**src/ebs_pkg.sv**
```systemverilog
// Purpose: shared constants and types of the external bus strobe unit
// Assumes: 32-bit classic wishbone register port, word aligned offsets
// Notes: control pins are active low; pin vector bit positions are named here
package ebs_pkg;
    // timing: core clock and bus clock periods in ns
    localparam int EBS_CLK_PERIOD_NS = 4;
    localparam int EBS_BUS_CLOCK_OUT_PERIOD_NS = 48;
    localparam int EBS_BUS_CLOCK_OUT_HALF_CYCLES = EBS_BUS_CLOCK_OUT_PERIOD_NS / (2 * EBS_CLK_PERIOD_NS);

    // register byte offsets
    localparam logic [7:0] EBS_ADDR_CTRL_FN = 8'h00;
    localparam logic [7:0] EBS_ADDR_CTRL_DIR = 8'h04;
    localparam logic [7:0] EBS_ADDR_SEL_FN = 8'h08;
    localparam logic [7:0] EBS_ADDR_SEL_DIR = 8'h0c;
    localparam logic [7:0] EBS_ADDR_SD_FN = 8'h10;
    localparam logic [7:0] EBS_ADDR_SD_DIR = 8'h14;
    localparam logic [7:0] EBS_ADDR_BCP = 8'h18;
    localparam logic [7:0] EBS_ADDR_PORT_DATA = 8'h1c;
    localparam logic [7:0] EBS_ADDR_STATUS = 8'h20;

    // bus cycle period control field
    localparam int EBS_BCP_IO_STROBE_ALWAYS_ENABLE_BIT = 0;
    // port data register layout
    localparam int EBS_PD_CTRL_LSB = 0;
    localparam int EBS_PD_SEL_LSB = 16;
    localparam int EBS_PD_SD_LSB = 26;

    // control pin group: lanes 0..3 store strobes, byte enables, data masks
    localparam int EBS_CTRL_W = 16;
    localparam int EBS_CTRL_STORE_LSB = 0;
    localparam int EBS_CTRL_BE_LSB = 4;
    localparam int EBS_CTRL_DQM_LSB = 8;
    localparam int EBS_CTRL_LOAD_STROBE = 12;
    localparam int EBS_CTRL_STORE_STROBE = 13;
    localparam int EBS_CTRL_SDRAM_WE = 14;
    localparam int EBS_CTRL_CYCLE_START_FLAG = 15;
    // select pin group: block selects 0..7 then flyby strobes
    localparam int EBS_SEL_W = 10;
    localparam int EBS_SEL_FLYBY_STORE = 8;
    localparam int EBS_SEL_FLYBY_LOAD = 9;
    // sdram pin group
    localparam int EBS_SD_W = 4;
    localparam int EBS_SD_CLOCK_ENABLE = 0;
    localparam int EBS_SD_BUS_CLOCK = 1;
    localparam int EBS_SD_COLUMN_STROBE = 2;
    localparam int EBS_SD_ROW_STROBE = 3;
    localparam logic [3:0] EBS_SD_HOLD_FLOAT = 4'hc;

    // reset values
    localparam logic [15:0] EBS_CTRL_FN_RST = 16'h0000;
    localparam logic [9:0] EBS_SEL_FN_RST = 10'h000;
    localparam logic [3:0] EBS_SD_FN_RST = 4'h0;

    typedef enum logic [2:0] {
        EBS_AREA_SRAM, EBS_AREA_ROM, EBS_AREA_IO, EBS_AREA_PAGEROM, EBS_AREA_SDRAM
    } ebs_area_type;

    typedef enum logic [2:0] {
        EBS_BOOT, EBS_IDLE, EBS_T1, EBS_T2, EBS_REF1, EBS_REF2, EBS_HOLD, EBS_SELF
    } ebs_bus_state_type;

    // bus cycle request from the core
    typedef struct packed {
        logic valid;
        logic write;
        ebs_area_type area;
        logic [2:0] block;
        logic [3:0] lanes;
        logic flyby;
    } ebs_req_type;
endpackage

```
**src/ebs_strobe_unit.sv**
```systemverilog
// Purpose: bus state sequencing and active-low strobes of the external memory bus
// Assumes: core requests come from logic on clk; hold and self-refresh pins are async
// Notes: bus clock is divided from clk; bus states change on its rising edge, store strobe edges follow its falling edge
`timescale 1ns/1ns

module ebs_strobe_unit #(
    parameter int HALF = ebs_pkg::EBS_BUS_CLOCK_OUT_HALF_CYCLES
) (
    input wire logic clk,
    input wire logic nrst,
    input wire logic wb_cyc_i,
    input wire logic wb_stb_i,
    input wire logic wb_we_i,
    input wire logic [7:0] wb_adr_i,
    input wire logic [3:0] wb_sel_i,
    input wire logic [31:0] wb_dat_i,
    output logic [31:0] wb_dat_o,
    output logic wb_ack_o,
    input wire ebs_pkg::ebs_req_type core_req,
    output logic core_req_done,
    input wire logic internal_refresh_req,
    input wire logic standby_in,
    output logic external_access_stall,
    input wire logic bus_hold_request,
    output logic bus_hold_acknowledge,
    input wire logic self_refresh_request_in,
    output logic refresh_request_out,
    output logic sdram_clock_enable,
    output logic [ebs_pkg::EBS_CTRL_W-1:0] ctrl_pin_o,
    output logic [ebs_pkg::EBS_CTRL_W-1:0] ctrl_pin_oe,
    output logic [ebs_pkg::EBS_SEL_W-1:0] select_pin_o,
    output logic [ebs_pkg::EBS_SEL_W-1:0] select_pin_oe,
    output logic [ebs_pkg::EBS_SD_W-1:0] sdram_pin_o,
    output logic [ebs_pkg::EBS_SD_W-1:0] sdram_pin_oe
);
    localparam int A_BUSP_M1 = 2 * HALF - 1;
    localparam int A_HOLD_MAX = 6 * HALF;

    typedef struct packed {
        logic hold_s1;
        logic hold_s2;
        logic self_s1;
        logic self_s2;
        ebs_pkg::ebs_bus_state_type bus_state;
        logic [7:0] div;
        logic bus_clock_out;
        ebs_pkg::ebs_req_type cur;
        logic refresh_pend;
        logic [3:0] lane_wr;
        logic wr_act;
        logic [15:0] ctrl_fn;
        logic [15:0] ctrl_dir;
        logic [9:0] sel_fn;
        logic [9:0] sel_dir;
        logic [3:0] sd_fn;
        logic [3:0] sd_dir;
        logic [31:0] port_data;
        logic io_strobe_always_enable;
        logic [15:0] ctl;
        logic [9:0] sel;
        logic [3:0] sd;
        logic [15:0] ctrl_o;
        logic [15:0] ctrl_oe;
        logic [9:0] sel_o;
        logic [9:0] sel_oe;
        logic [3:0] sd_o;
        logic [3:0] sd_oe;
        logic refresh_out;
        logic hold_ack;
        logic cke;
        logic done;
        logic stall;
        logic ack;
        logic [31:0] dat;
    } ebs_state_type;

    ebs_state_type q;
    ebs_state_type n;
    logic rst_s1;
    logic rst_n_sync;

    // reset release through two flops; assertion is immediate
    always_ff @(posedge clk or negedge nrst) begin
        if (!nrst) begin
            rst_s1 <= 1'b0;
            rst_n_sync <= 1'b0;
        end else begin
            rst_s1 <= 1'b1;
            rst_n_sync <= rst_s1;
        end
    end

    // next-state logic for the whole unit
    always_comb begin
        logic rise;
        logic fall;
        logic ext_area;
        logic wr_cyc;
        logic rd_cyc;
        logic sd_cyc;
        logic active;
        logic io_ok;
        logic [31:0] rd;
        n = q;
        rise = 1'b0;
        fall = 1'b0;
        ext_area = 1'b0;
        wr_cyc = 1'b0;
        rd_cyc = 1'b0;
        sd_cyc = 1'b0;
        active = 1'b0;
        io_ok = 1'b0;
        rd = 32'h0000_0000;
        // pin synchronisers; first stage feeds only the second
        n.hold_s1 = bus_hold_request;
        n.hold_s2 = q.hold_s1;
        n.self_s1 = self_refresh_request_in;
        n.self_s2 = q.self_s1;
        if (q.div == 8'(HALF - 1)) begin
            n.div = 8'h00;
            n.bus_clock_out = ~q.bus_clock_out;
            rise = ~q.bus_clock_out;
            fall = q.bus_clock_out;
        end else begin
            n.div = q.div + 8'h01;
        end
        // refresh request is sticky; a new request wins over the clear
        n.refresh_pend = q.refresh_pend | internal_refresh_req;
        n.done = 1'b0;
        // bus state sequencing, one state per bus clock
        if (rise) begin
            unique case (q.bus_state)
                // first decision after reset looks at the self-refresh pin
                ebs_pkg::EBS_BOOT: begin
                    n.bus_state = q.self_s2 ? ebs_pkg::EBS_IDLE : ebs_pkg::EBS_SELF;
                end
                ebs_pkg::EBS_IDLE, ebs_pkg::EBS_T2, ebs_pkg::EBS_REF2: begin
                    n.done = (q.bus_state == ebs_pkg::EBS_T2);
                    // hold is taken only between cycles
                    if (q.hold_s2) begin
                        n.bus_state = ebs_pkg::EBS_HOLD;
                    end else if (!q.self_s2) begin
                        n.bus_state = ebs_pkg::EBS_SELF;
                    end else if (q.refresh_pend) begin
                        n.bus_state = ebs_pkg::EBS_REF1;
                        n.refresh_pend = internal_refresh_req;
                    end else if (core_req.valid && q.bus_state != ebs_pkg::EBS_T2) begin
                        n.bus_state = ebs_pkg::EBS_T1;
                        n.cur = core_req;
                    end else begin
                        n.bus_state = ebs_pkg::EBS_IDLE;
                    end
                end
                ebs_pkg::EBS_T1: n.bus_state = ebs_pkg::EBS_T2;
                ebs_pkg::EBS_REF1: n.bus_state = ebs_pkg::EBS_REF2;
                ebs_pkg::EBS_HOLD: begin
                    n.bus_state = q.hold_s2 ? ebs_pkg::EBS_HOLD : ebs_pkg::EBS_IDLE;
                end
                // self-refresh holds the bus until the pin is released
                ebs_pkg::EBS_SELF: begin
                    n.bus_state = q.self_s2 ? ebs_pkg::EBS_IDLE : ebs_pkg::EBS_SELF;
                end
            endcase
        end
        // classification of the cycle being run
        active = (n.bus_state == ebs_pkg::EBS_T1) || (n.bus_state == ebs_pkg::EBS_T2);
        sd_cyc = active && (n.cur.area == ebs_pkg::EBS_AREA_SDRAM);
        ext_area = active && !sd_cyc;
        wr_cyc = ext_area && n.cur.write && (n.cur.area != ebs_pkg::EBS_AREA_PAGEROM);
        rd_cyc = ext_area && !n.cur.write;
        io_ok = n.cur.flyby || (n.cur.area == ebs_pkg::EBS_AREA_SRAM) ||
            (q.io_strobe_always_enable && (n.cur.area != ebs_pkg::EBS_AREA_PAGEROM));
        // lane strobes switch on bus clock falling edges only
        if (fall) begin
            if (q.bus_state == ebs_pkg::EBS_T1 && wr_cyc) begin
                n.wr_act = 1'b1;
                n.lane_wr = q.cur.lanes;
            end else if (q.bus_state == ebs_pkg::EBS_T2) begin
                n.wr_act = 1'b0;
                n.lane_wr = 4'h0;
            end
        end
        // all control strobes active low, built as inverted enables
        // one store strobe per written lane
        n.ctl[ebs_pkg::EBS_CTRL_STORE_LSB +: 4] = ~n.lane_wr;
        // byte enables follow the lanes of any active cycle
        n.ctl[ebs_pkg::EBS_CTRL_BE_LSB +: 4] = active ? ~n.cur.lanes : 4'hf;
        // masks low on unused sdram lanes, high outside sdram cycles
        n.ctl[ebs_pkg::EBS_CTRL_DQM_LSB +: 4] = sd_cyc ? n.cur.lanes : 4'hf;
        // load strobe for external reads, idle inactive
        n.ctl[ebs_pkg::EBS_CTRL_LOAD_STROBE] = ~rd_cyc;
        // common store strobe shares the lane strobe timing
        n.ctl[ebs_pkg::EBS_CTRL_STORE_STROBE] = ~n.wr_act;
        n.ctl[ebs_pkg::EBS_CTRL_SDRAM_WE] = ~(sd_cyc && n.cur.write);
        // start flag for the first bus clock of a cycle
        n.ctl[ebs_pkg::EBS_CTRL_CYCLE_START_FLAG] = ~(n.bus_state == ebs_pkg::EBS_T1);
        // one block select per memory block
        for (int i = 0; i < 8; i++) begin
            n.sel[i] = ~(ext_area && (n.cur.block == 3'(i)));
        end
        n.sel[ebs_pkg::EBS_SEL_FLYBY_STORE] = ~(ext_area && n.cur.write && io_ok);
        n.sel[ebs_pkg::EBS_SEL_FLYBY_LOAD] = ~(ext_area && !n.cur.write && io_ok);
        // clock enable drops in self-refresh or standby
        n.cke = !(n.bus_state == ebs_pkg::EBS_SELF || standby_in);
        // row strobe in T1 and REF1, column strobe in T2 and REF1
        n.sd[ebs_pkg::EBS_SD_CLOCK_ENABLE] = n.cke;
        n.sd[ebs_pkg::EBS_SD_BUS_CLOCK] = n.bus_clock_out;
        n.sd[ebs_pkg::EBS_SD_ROW_STROBE] = !((sd_cyc && n.bus_state == ebs_pkg::EBS_T1) ||
            n.bus_state == ebs_pkg::EBS_REF1);
        n.sd[ebs_pkg::EBS_SD_COLUMN_STROBE] = !((sd_cyc && n.bus_state == ebs_pkg::EBS_T2) ||
            n.bus_state == ebs_pkg::EBS_REF1);
        n.hold_ack = (n.bus_state == ebs_pkg::EBS_HOLD);
        // low through the refresh cycle so decoders can gate row strobes
        // while held, a pending refresh is shown to the external master
        n.refresh_out = !((n.bus_state == ebs_pkg::EBS_REF1) ||
            (n.bus_state == ebs_pkg::EBS_REF2) || (n.hold_ack && n.refresh_pend));
        // peripheral and external access waits out self-refresh
        n.stall = (n.bus_state == ebs_pkg::EBS_SELF) || (n.bus_state == ebs_pkg::EBS_BOOT);
        // per-bit port or control function; control pins float in hold except sdram clock enable and bus clock
        n.ctrl_o = (q.ctrl_fn & n.ctl) | (~q.ctrl_fn & q.port_data[ebs_pkg::EBS_PD_CTRL_LSB +: 16]);
        n.ctrl_oe = (q.ctrl_fn & {16{~n.hold_ack}}) | (~q.ctrl_fn & q.ctrl_dir);
        n.sel_o = (q.sel_fn & n.sel) | (~q.sel_fn & q.port_data[ebs_pkg::EBS_PD_SEL_LSB +: 10]);
        n.sel_oe = (q.sel_fn & {10{~n.hold_ack}}) | (~q.sel_fn & q.sel_dir);
        n.sd_o = (q.sd_fn & n.sd) | (~q.sd_fn & q.port_data[ebs_pkg::EBS_PD_SD_LSB +: 4]);
        n.sd_oe = (q.sd_fn & ~(ebs_pkg::EBS_SD_HOLD_FLOAT & {4{n.hold_ack}})) |
            (~q.sd_fn & q.sd_dir);
        // wishbone slave: ack one cycle after the request, write on the acked edge
        n.ack = wb_cyc_i && wb_stb_i && !q.ack;
        if (wb_cyc_i && wb_stb_i && wb_we_i && q.ack) begin
            unique case (wb_adr_i)
                ebs_pkg::EBS_ADDR_CTRL_FN: n.ctrl_fn = wb_dat_i[15:0];
                ebs_pkg::EBS_ADDR_CTRL_DIR: n.ctrl_dir = wb_dat_i[15:0];
                ebs_pkg::EBS_ADDR_SEL_FN: n.sel_fn = wb_dat_i[9:0];
                ebs_pkg::EBS_ADDR_SEL_DIR: n.sel_dir = wb_dat_i[9:0];
                ebs_pkg::EBS_ADDR_SD_FN: n.sd_fn = wb_dat_i[3:0];
                ebs_pkg::EBS_ADDR_SD_DIR: n.sd_dir = wb_dat_i[3:0];
                ebs_pkg::EBS_ADDR_BCP: n.io_strobe_always_enable = wb_dat_i[ebs_pkg::EBS_BCP_IO_STROBE_ALWAYS_ENABLE_BIT];
                ebs_pkg::EBS_ADDR_PORT_DATA: begin
                    for (int b = 0; b < 4; b++) begin
                        if (wb_sel_i[b]) begin
                            n.port_data[b*8 +: 8] = wb_dat_i[b*8 +: 8];
                        end
                    end
                end
                default: ;
            endcase
        end
        // read mux; unmapped offsets read zero
        unique case (wb_adr_i)
            ebs_pkg::EBS_ADDR_CTRL_FN: rd = {16'h0000, q.ctrl_fn};
            ebs_pkg::EBS_ADDR_CTRL_DIR: rd = {16'h0000, q.ctrl_dir};
            ebs_pkg::EBS_ADDR_SEL_FN: rd = {22'h000000, q.sel_fn};
            ebs_pkg::EBS_ADDR_SEL_DIR: rd = {22'h000000, q.sel_dir};
            ebs_pkg::EBS_ADDR_SD_FN: rd = {28'h0000000, q.sd_fn};
            ebs_pkg::EBS_ADDR_SD_DIR: rd = {28'h0000000, q.sd_dir};
            ebs_pkg::EBS_ADDR_BCP: rd = {31'h00000000, q.io_strobe_always_enable};
            ebs_pkg::EBS_ADDR_PORT_DATA: rd = q.port_data;
            ebs_pkg::EBS_ADDR_STATUS: rd = {24'h000000, q.refresh_pend, q.cke, q.hold_ack,
                q.stall, 1'b0, q.bus_state};
            default: rd = 32'h0000_0000;
        endcase
        n.dat = n.ack ? rd : 32'h0000_0000;
    end

    // single state register; internal strobes reset inactive (high), pin vector outputs and enables reset low
    always_ff @(posedge clk or negedge rst_n_sync) begin
        if (!rst_n_sync) begin
            q <= '0;
            q.self_s1 <= 1'b1;
            q.self_s2 <= 1'b1;
            q.bus_state <= ebs_pkg::EBS_BOOT;
            q.ctrl_fn <= ebs_pkg::EBS_CTRL_FN_RST;
            q.sel_fn <= ebs_pkg::EBS_SEL_FN_RST;
            q.sd_fn <= ebs_pkg::EBS_SD_FN_RST;
            q.ctl <= '1;
            q.sel <= '1;
            q.sd <= 4'hd;
            q.refresh_out <= 1'b1;
            q.cke <= 1'b1;
            q.stall <= 1'b1;
        end else begin
            q <= n;
        end
    end

    assign wb_dat_o = q.dat;
    assign wb_ack_o = q.ack;
    assign core_req_done = q.done;
    assign external_access_stall = q.stall;
    assign bus_hold_acknowledge = q.hold_ack;
    assign refresh_request_out = q.refresh_out;
    assign sdram_clock_enable = q.cke;
    assign ctrl_pin_o = q.ctrl_o;
    assign ctrl_pin_oe = q.ctrl_oe;
    assign select_pin_o = q.sel_o;
    assign select_pin_oe = q.sel_oe;
    assign sdram_pin_o = q.sd_o;
    assign sdram_pin_oe = q.sd_oe;
endmodule

```
**config.mk**
```make
export PLATFORM = sky130hd
export DESIGN_NAME = ebs_strobe_unit
export DESIGN_NICKNAME = d
export VERILOG_FILES = /design/src/ebs_pkg.sv /design/src/ebs_strobe_unit.sv
export SDC_FILE = /design/constraint.sdc
export NUM_CORES = 1
export LEC_CHECK = 0
export BUFFER_PORTS_ARGS = -buffer_cell sky130_fd_sc_hd__buf_2
export CAP_MARGIN = 10
export CORE_AREA = 2 2 137 139
export DETAILED_ROUTE_END_ITERATION = 8
export DIE_AREA = 0 0 139 141
export GPL_TIMING_DRIVEN = 0
export PLACE_DENSITY = 0.78
export SYNTH_ARGS = -nofsm -noshare
export SYNTH_HDL_FRONTEND = slang
export SYNTH_SLANG_ARGS = --single-unit
```
**constraint.sdc**
```tcl
create_clock -name clk -period 8.7 [get_ports clk]
set_clock_uncertainty 0.1 [all_clocks]
set_input_delay 0.435 -clock clk [delete_from_list [all_inputs] [get_ports clk]]
set_output_delay 0.435 -clock clk [all_outputs]
set_load 0.005 [all_outputs]
```
After elaboration in Yosys (flattened, before gate mapping)
Index checks and enable logic that the tools add are counted.
{ "totals": {"rom_bits": 0, "inputBits": 66, "latch_bits": 0, "out_inout_bits": 98, "mem_bits_rw": 0, "register_bits": 227, "elab_cells": 203, "n_memories": 0} }
{ "classes": {"n_eq_ne": 32, "bitwise": 41, "div_mod_pow": 0, "shifts": 0, "n_reduce_logical": 60, "n_mul": 0, "n_mux": 28, "add_sub_neg": 1, "magnitude_cmp": 0} }
{ "op_table": {"columns": ["op", "count"], "rows": [
  ["32-bit one-hot mux with 9 select lines", 1],
  ["16-bit AND", 4],
  ["13-bit two-way mux", 4],
  ["10-bit AND", 4],
  ["3-bit equality test (second input constant)", 13],
  ["8-bit by 5-bit equality test with 1-bit output (second input constant)", 4],
  ["32-bit two-way mux", 1],
  ["16-bit bitwise OR", 2],
  ["1-bit logical AND", 26],
  ["12-bit two-way mux", 2],
  ["10-bit bitwise OR", 2],
  ["3-bit by 2-bit equality test with 1-bit output (second input constant)", 6],
  ["3-bit two-way mux", 6],
  ["4-bit AND", 4],
  ["8-bit by 3-bit equality test with 1-bit output (second input constant)", 2],
  ["8-bit by 4-bit equality test with 1-bit output (second input constant)", 2],
  ["1-bit NOT", 16],
  ["16-bit NOT", 1],
  ["4-bit NOT", 4],
  ["5-bit two-way mux", 3],
  ["3-bit one-hot mux with 5 select lines", 1],
  ["2-bit AND reduction", 7],
  ["3-bit logical NOT", 4],
  ["3-bit AND reduction", 4],
  ["other kinds (16)", 39]
]} }

Depth between registers and ports, before layout
{ "depth": {"word_depth": 21, "ltp_mapped": 14, "mapped_depth_nobuf": 11} }

Worst setup path after synthesis
Ideal clock, no wire load.
{ "synth_path": {"path_type": "register to register", "startpoint": "reg q[245] (netlist name)", "endpoint": "reg q (netlist bit ctrl_pin_o[0])", "n_path_buf": 1, "arrival_ns": 2.882, "stages_incl_launch_ff": 11, "synth_period_minus_slack_ns": 3.047, "setup_ns": 0.065, "required_time_ns": 8.535, "setup_slack_ns": 5.653, "cell_sequence": "dfrtp_1 nor4b_1 and3_1 clkbuf_1 ha_1 nand2_1 nor4b_4 mux2_4 a2111o_1 a32oi_1 mux2_2"} }
{ "synth_lines": {"columns": ["item", "line_no", "source"], "rows": [
  ["from (decl)", "ebs_strobe_unit.sv:77", "ebs_state_type q;"],
  ["from (signal assigned)", "ebs_strobe_unit.sv:282", "q <= n;"]
]} }

==> qor.csv <==
stage,metric,value,unit
global_routing,vias in the first global route,7168,
routing,routed len/inst,19.3,um
layout,Final nets,1080,
logic_synthesis,synth top area cells,"dfrtp_1, mux2_2, buf_4, nor2_1, a21oi_1",
sta,pins over their slew limit,0,
flow_run,Max Cap Violations,0,
critical_path,r2r startpoint,q[245]$_DFF_PN0_,
sta,endpoints failing setup,0,
floorplan,Core Area,18300,um^2
critical_path,"slowest stage delay, CP",550,ps
layout,Syn-to-layout area delta,20.7,%
outcome,status,"finished, final reports clean",
sta,setup_tns,0,ps
floorplan,DIE AREA,19600,um^2
critical_path,Worst setup startpoint,q[245]$_DFF_PN0_,
clock_network,clock sink count,227,
placement,placer's final routability congestion estimate,0.896,
clock_network,cts repair resizes,0,
logic_synthesis,Synth area leader,dfrtp_1,
routing,DRC,0,
clock_network,clock latency on the worst-skew pair,510,ps
logic_synthesis,syn_nets,886,
layout,Finished Layout Cells,1262,
sta,post-layout min period,3830,ps
global_routing,global-route wire length before repair,38400,um
global_routing,grt total ovfl,0,
layout,Fillers,1391,
layout,Final Util,66.0,%
routing,Vias,7087,
logic_synthesis,asr flop ratio synth,100,%
worst_hold_path,hold path cells,2,
logic_synthesis,Seq cells post-synth,227,
sta,fmax,261,MHz
layout,ratio of cells with drive above 1 in the final layout,44.6,%
logic_synthesis,most frequent cells after synthesis,"dfrtp_1, mux2_2, buf_4, nor2_1, a21oi_1",
global_routing,initial antenna violation count,2,
logic_synthesis,most frequent cell after synthesis,dfrtp_1,
sta,worst slew pin tran,953,ps
sta,worst rel slew slack,36.0,%
worst_hold_path,hold wc startpoint,wb_dat_i[21],
logic_synthesis,count of unique library cells instantiated by Yosys,69,
sta,fin crit share,44.1,%
routing,First-pass DRT Iterations,7,
floorplan,Die Height,141,um
critical_path,worst path cell trace,nor4b_1 -> and3_1 -> clkbuf_1 -> ha_1 -> nand2_1 -> nor4b_4 -> buf_2 -> mux2i_1 -> inv_1 -> a31oi_1,
critical_path,Crit. End Element,flop,
placement,dpl cells,1215,
floorplan,io pins,164,
clock_network,H-tree depth,1,
logic_synthesis,synthesized instance count,816,
sta,RSZ-0062 raised after global routing,false,
floorplan,Initial Util,54.7,%
global_routing,pin count of the biggest net entering global routing,70,
clock_network,maximum clock insertion buffer count,3,
routing,Via density,5.62,
layout,Final Cell Area,12100,um^2
clock_network,CTS tree,done,
logic_synthesis,syn avg cell area,12.2,um^2
critical_path,WP data required,9010,ps
critical_path,startpoint types,flop,
clock_network,"Hold-fix buffers, CTS",4,
critical_path,slowest CP cell,mux2i_1,
logic_synthesis,synth warn,0,
placement,PortBufs,162,
logic_synthesis,register area share after synthesis,56.9,%
pwr,Leak Pwr,6.41,nW
logic_synthesis,Synth top area share,55.6,%
clock_network,clk slew on worst S/H paths,60,ps
placement,"Cell Area, Placed",11200,um^2
logic_synthesis,ys flop type,dfrtp_1,
floorplan,Rows,50,
critical_path,Critical Setup Path Class,flop to flop,
worst_hold_path,Hold/Removal Path Class,input pin to flop,
routing,Iteration-0 DRC Markers,439,
routing,Routed Antenna Nets,0,
pwr,worst vdd ir,0.133,mV
clock_network,CTS buffer count,23,
floorplan,die span in x,139,um
clock_network,CTS Root Cell,clkbuf_16,
critical_path,crit path DAT,4140,ps
critical_path,Register-to-Register Path Depth,10,
sta,Final Hold Viols,0,
placement,dpl hpwl,17100,um
logic_synthesis,Post-synth EDFFs,0,
clock_network,Setup Buffers After CTS,0,
pwr,PD cells,197,nW/um^2
critical_path,CP Max Fanout,10,
sta,Min Hold Slack,35.9,ps
logic_synthesis,post-synthesis instance area,9990,um^2
global_routing,total track usage,25.0,%
routing,DRT Wirelength,24400,um
-- worst max-delay path: cells and delay by family (launching register included) --
family                   cells  cell delay (ps)
flip-flops                   1              410
buffers and inverters        3              940
AO/OA/AOI/OAI                1              270
AND/OR/NAND/NOR              4             1130
adder cells (fa/ha/maj)      1              340
multiplexers                 1              550
-- cell type report --
cell class	count	area [um^2]	area share [%]
Buffer	117	822	6.82
Timing Repair Buffer	169	933	7.74
Antenna cell	2	5.00	0.0415
Sequential cell	227	5690	47.2
Clock buffer	31	676	5.60
Tap cell	234	293	2.43
Multi-Input combinational cell	451	3410	28.2
Clock inverter	10	155	1.29
Inverter	21	78.8	0.654
-- path summary, 6_finish.rpt --
| path | endpoint | slack, ps |
|---|---|---|
| hold reg to reg | ctrl_pin_oe[7]$_DFF_PN0_ | 160 |
| min in group asynchronous | rst_s1$_DFF_PN0_ | 140 |
| setup reg to reg | ctrl_pin_o[14]$_DFF_PN0_ | 4870 |
| setup / recovery | ctrl_pin_o[14]$_DFF_PN0_ | 4870 |
| max in group asynchronous | sdram_clock_enable$_DFF_PN1_ | 6980 |
| hold / removal | q[150]$_DFFE_PN0P_ | 40 |
-- placed cells by master, fill, tap and decap left out, types with 4 or more instances in the layout --
cell type,netlist,layout
o22ai_1,5,5
dfrtp_1,222,221
ha_1,4,4
mux2_2,105,105
mux2i_1,8,8
clkbuf_8,0,7
xnor2_1,4,4
a31oi_1,12,12
buf_4,95,95
nand3b_1,4,4
clkbuf_16,0,23
a222oi_1,11,11
a22oi_1,12,12
a21oi_1,47,47
inv_1,18,18
and3_1,9,9
mux2_1,6,6
nand2b_1,10,10
a41oi_1,10,10
nor2_1,77,77
dlygate4sd3_1,0,4
a32oi_1,4,4
nand2_1,21,21
clkinv_2,0,4
nand2_4,4,4
buf_2,14,176
bufinv_16,0,4
and2_1,17,17
nor3_1,8,8
nand3_1,12,12
o21ai_0,7,7
dfstp_2,5,5
clkbuf_1,5,6
-- routing by layer --
layer / vias up / wire length [um] / global-route usage [%]
met5: - / 0 / 0
li1: 3190 / - / -
met3: 53 / 1660 / 3.67
met2: 283 / 12100 / 41.0
met4: 0 / 756 / 9.78
met1: 3561 / 9850 / 34.2
-- registers in the layout (all words and copies together) (netlist names), 2 cells and up, named ones only --
signal,count
n,2
wb_dat_o,32
ctrl_pin_oe,16
select_pin_oe,10
sdram_pin_o,4
ctrl_pin_o,16
select_pin_o,10
sdram_pin_oe,4
q,120
-- logic make-up (layout without fill, tap and decap cells) --
family                     Yosys count  in the layout  synth area share [%]
AOI/OAI and AO/OA                  132            132                  9.16
xor gates and xnor gates             6              6                 0.526
and+or+nand+nor                    187            187                  10.2
adders and majority gates            4              4                 0.501
other                                1              3                0.0375
buffers and inverters              138            348                  9.01
DFF                                227            227                  56.9
muxes                              121            121                  13.6
-- through the flow --
stage | setup slack, ps | power [W]
after floorplan | 1810 | 0.00123
after global placement | -496 | 0.00131
after detailed placement | 4890 | 0.00132
after CTS | 4850 | 0.00239
after global routing | 4680 | 0.00246
final | 4870 | 0.00237
-- power by group --
| group | switching, W | total, W | internal [W] |
|---|---|---|---|
| combinational | 0.000145 | 0.000215 | 0.0000698 |
| clock | 0.000406 | 0.00107 | 0.000661 |
| sequential | 0.0000143 | 0.00109 | 0.00108 |
| total | 0.000566 | 0.00237 | 0.00181 |
No activity file was read; power rests on OpenSTA's default activity.
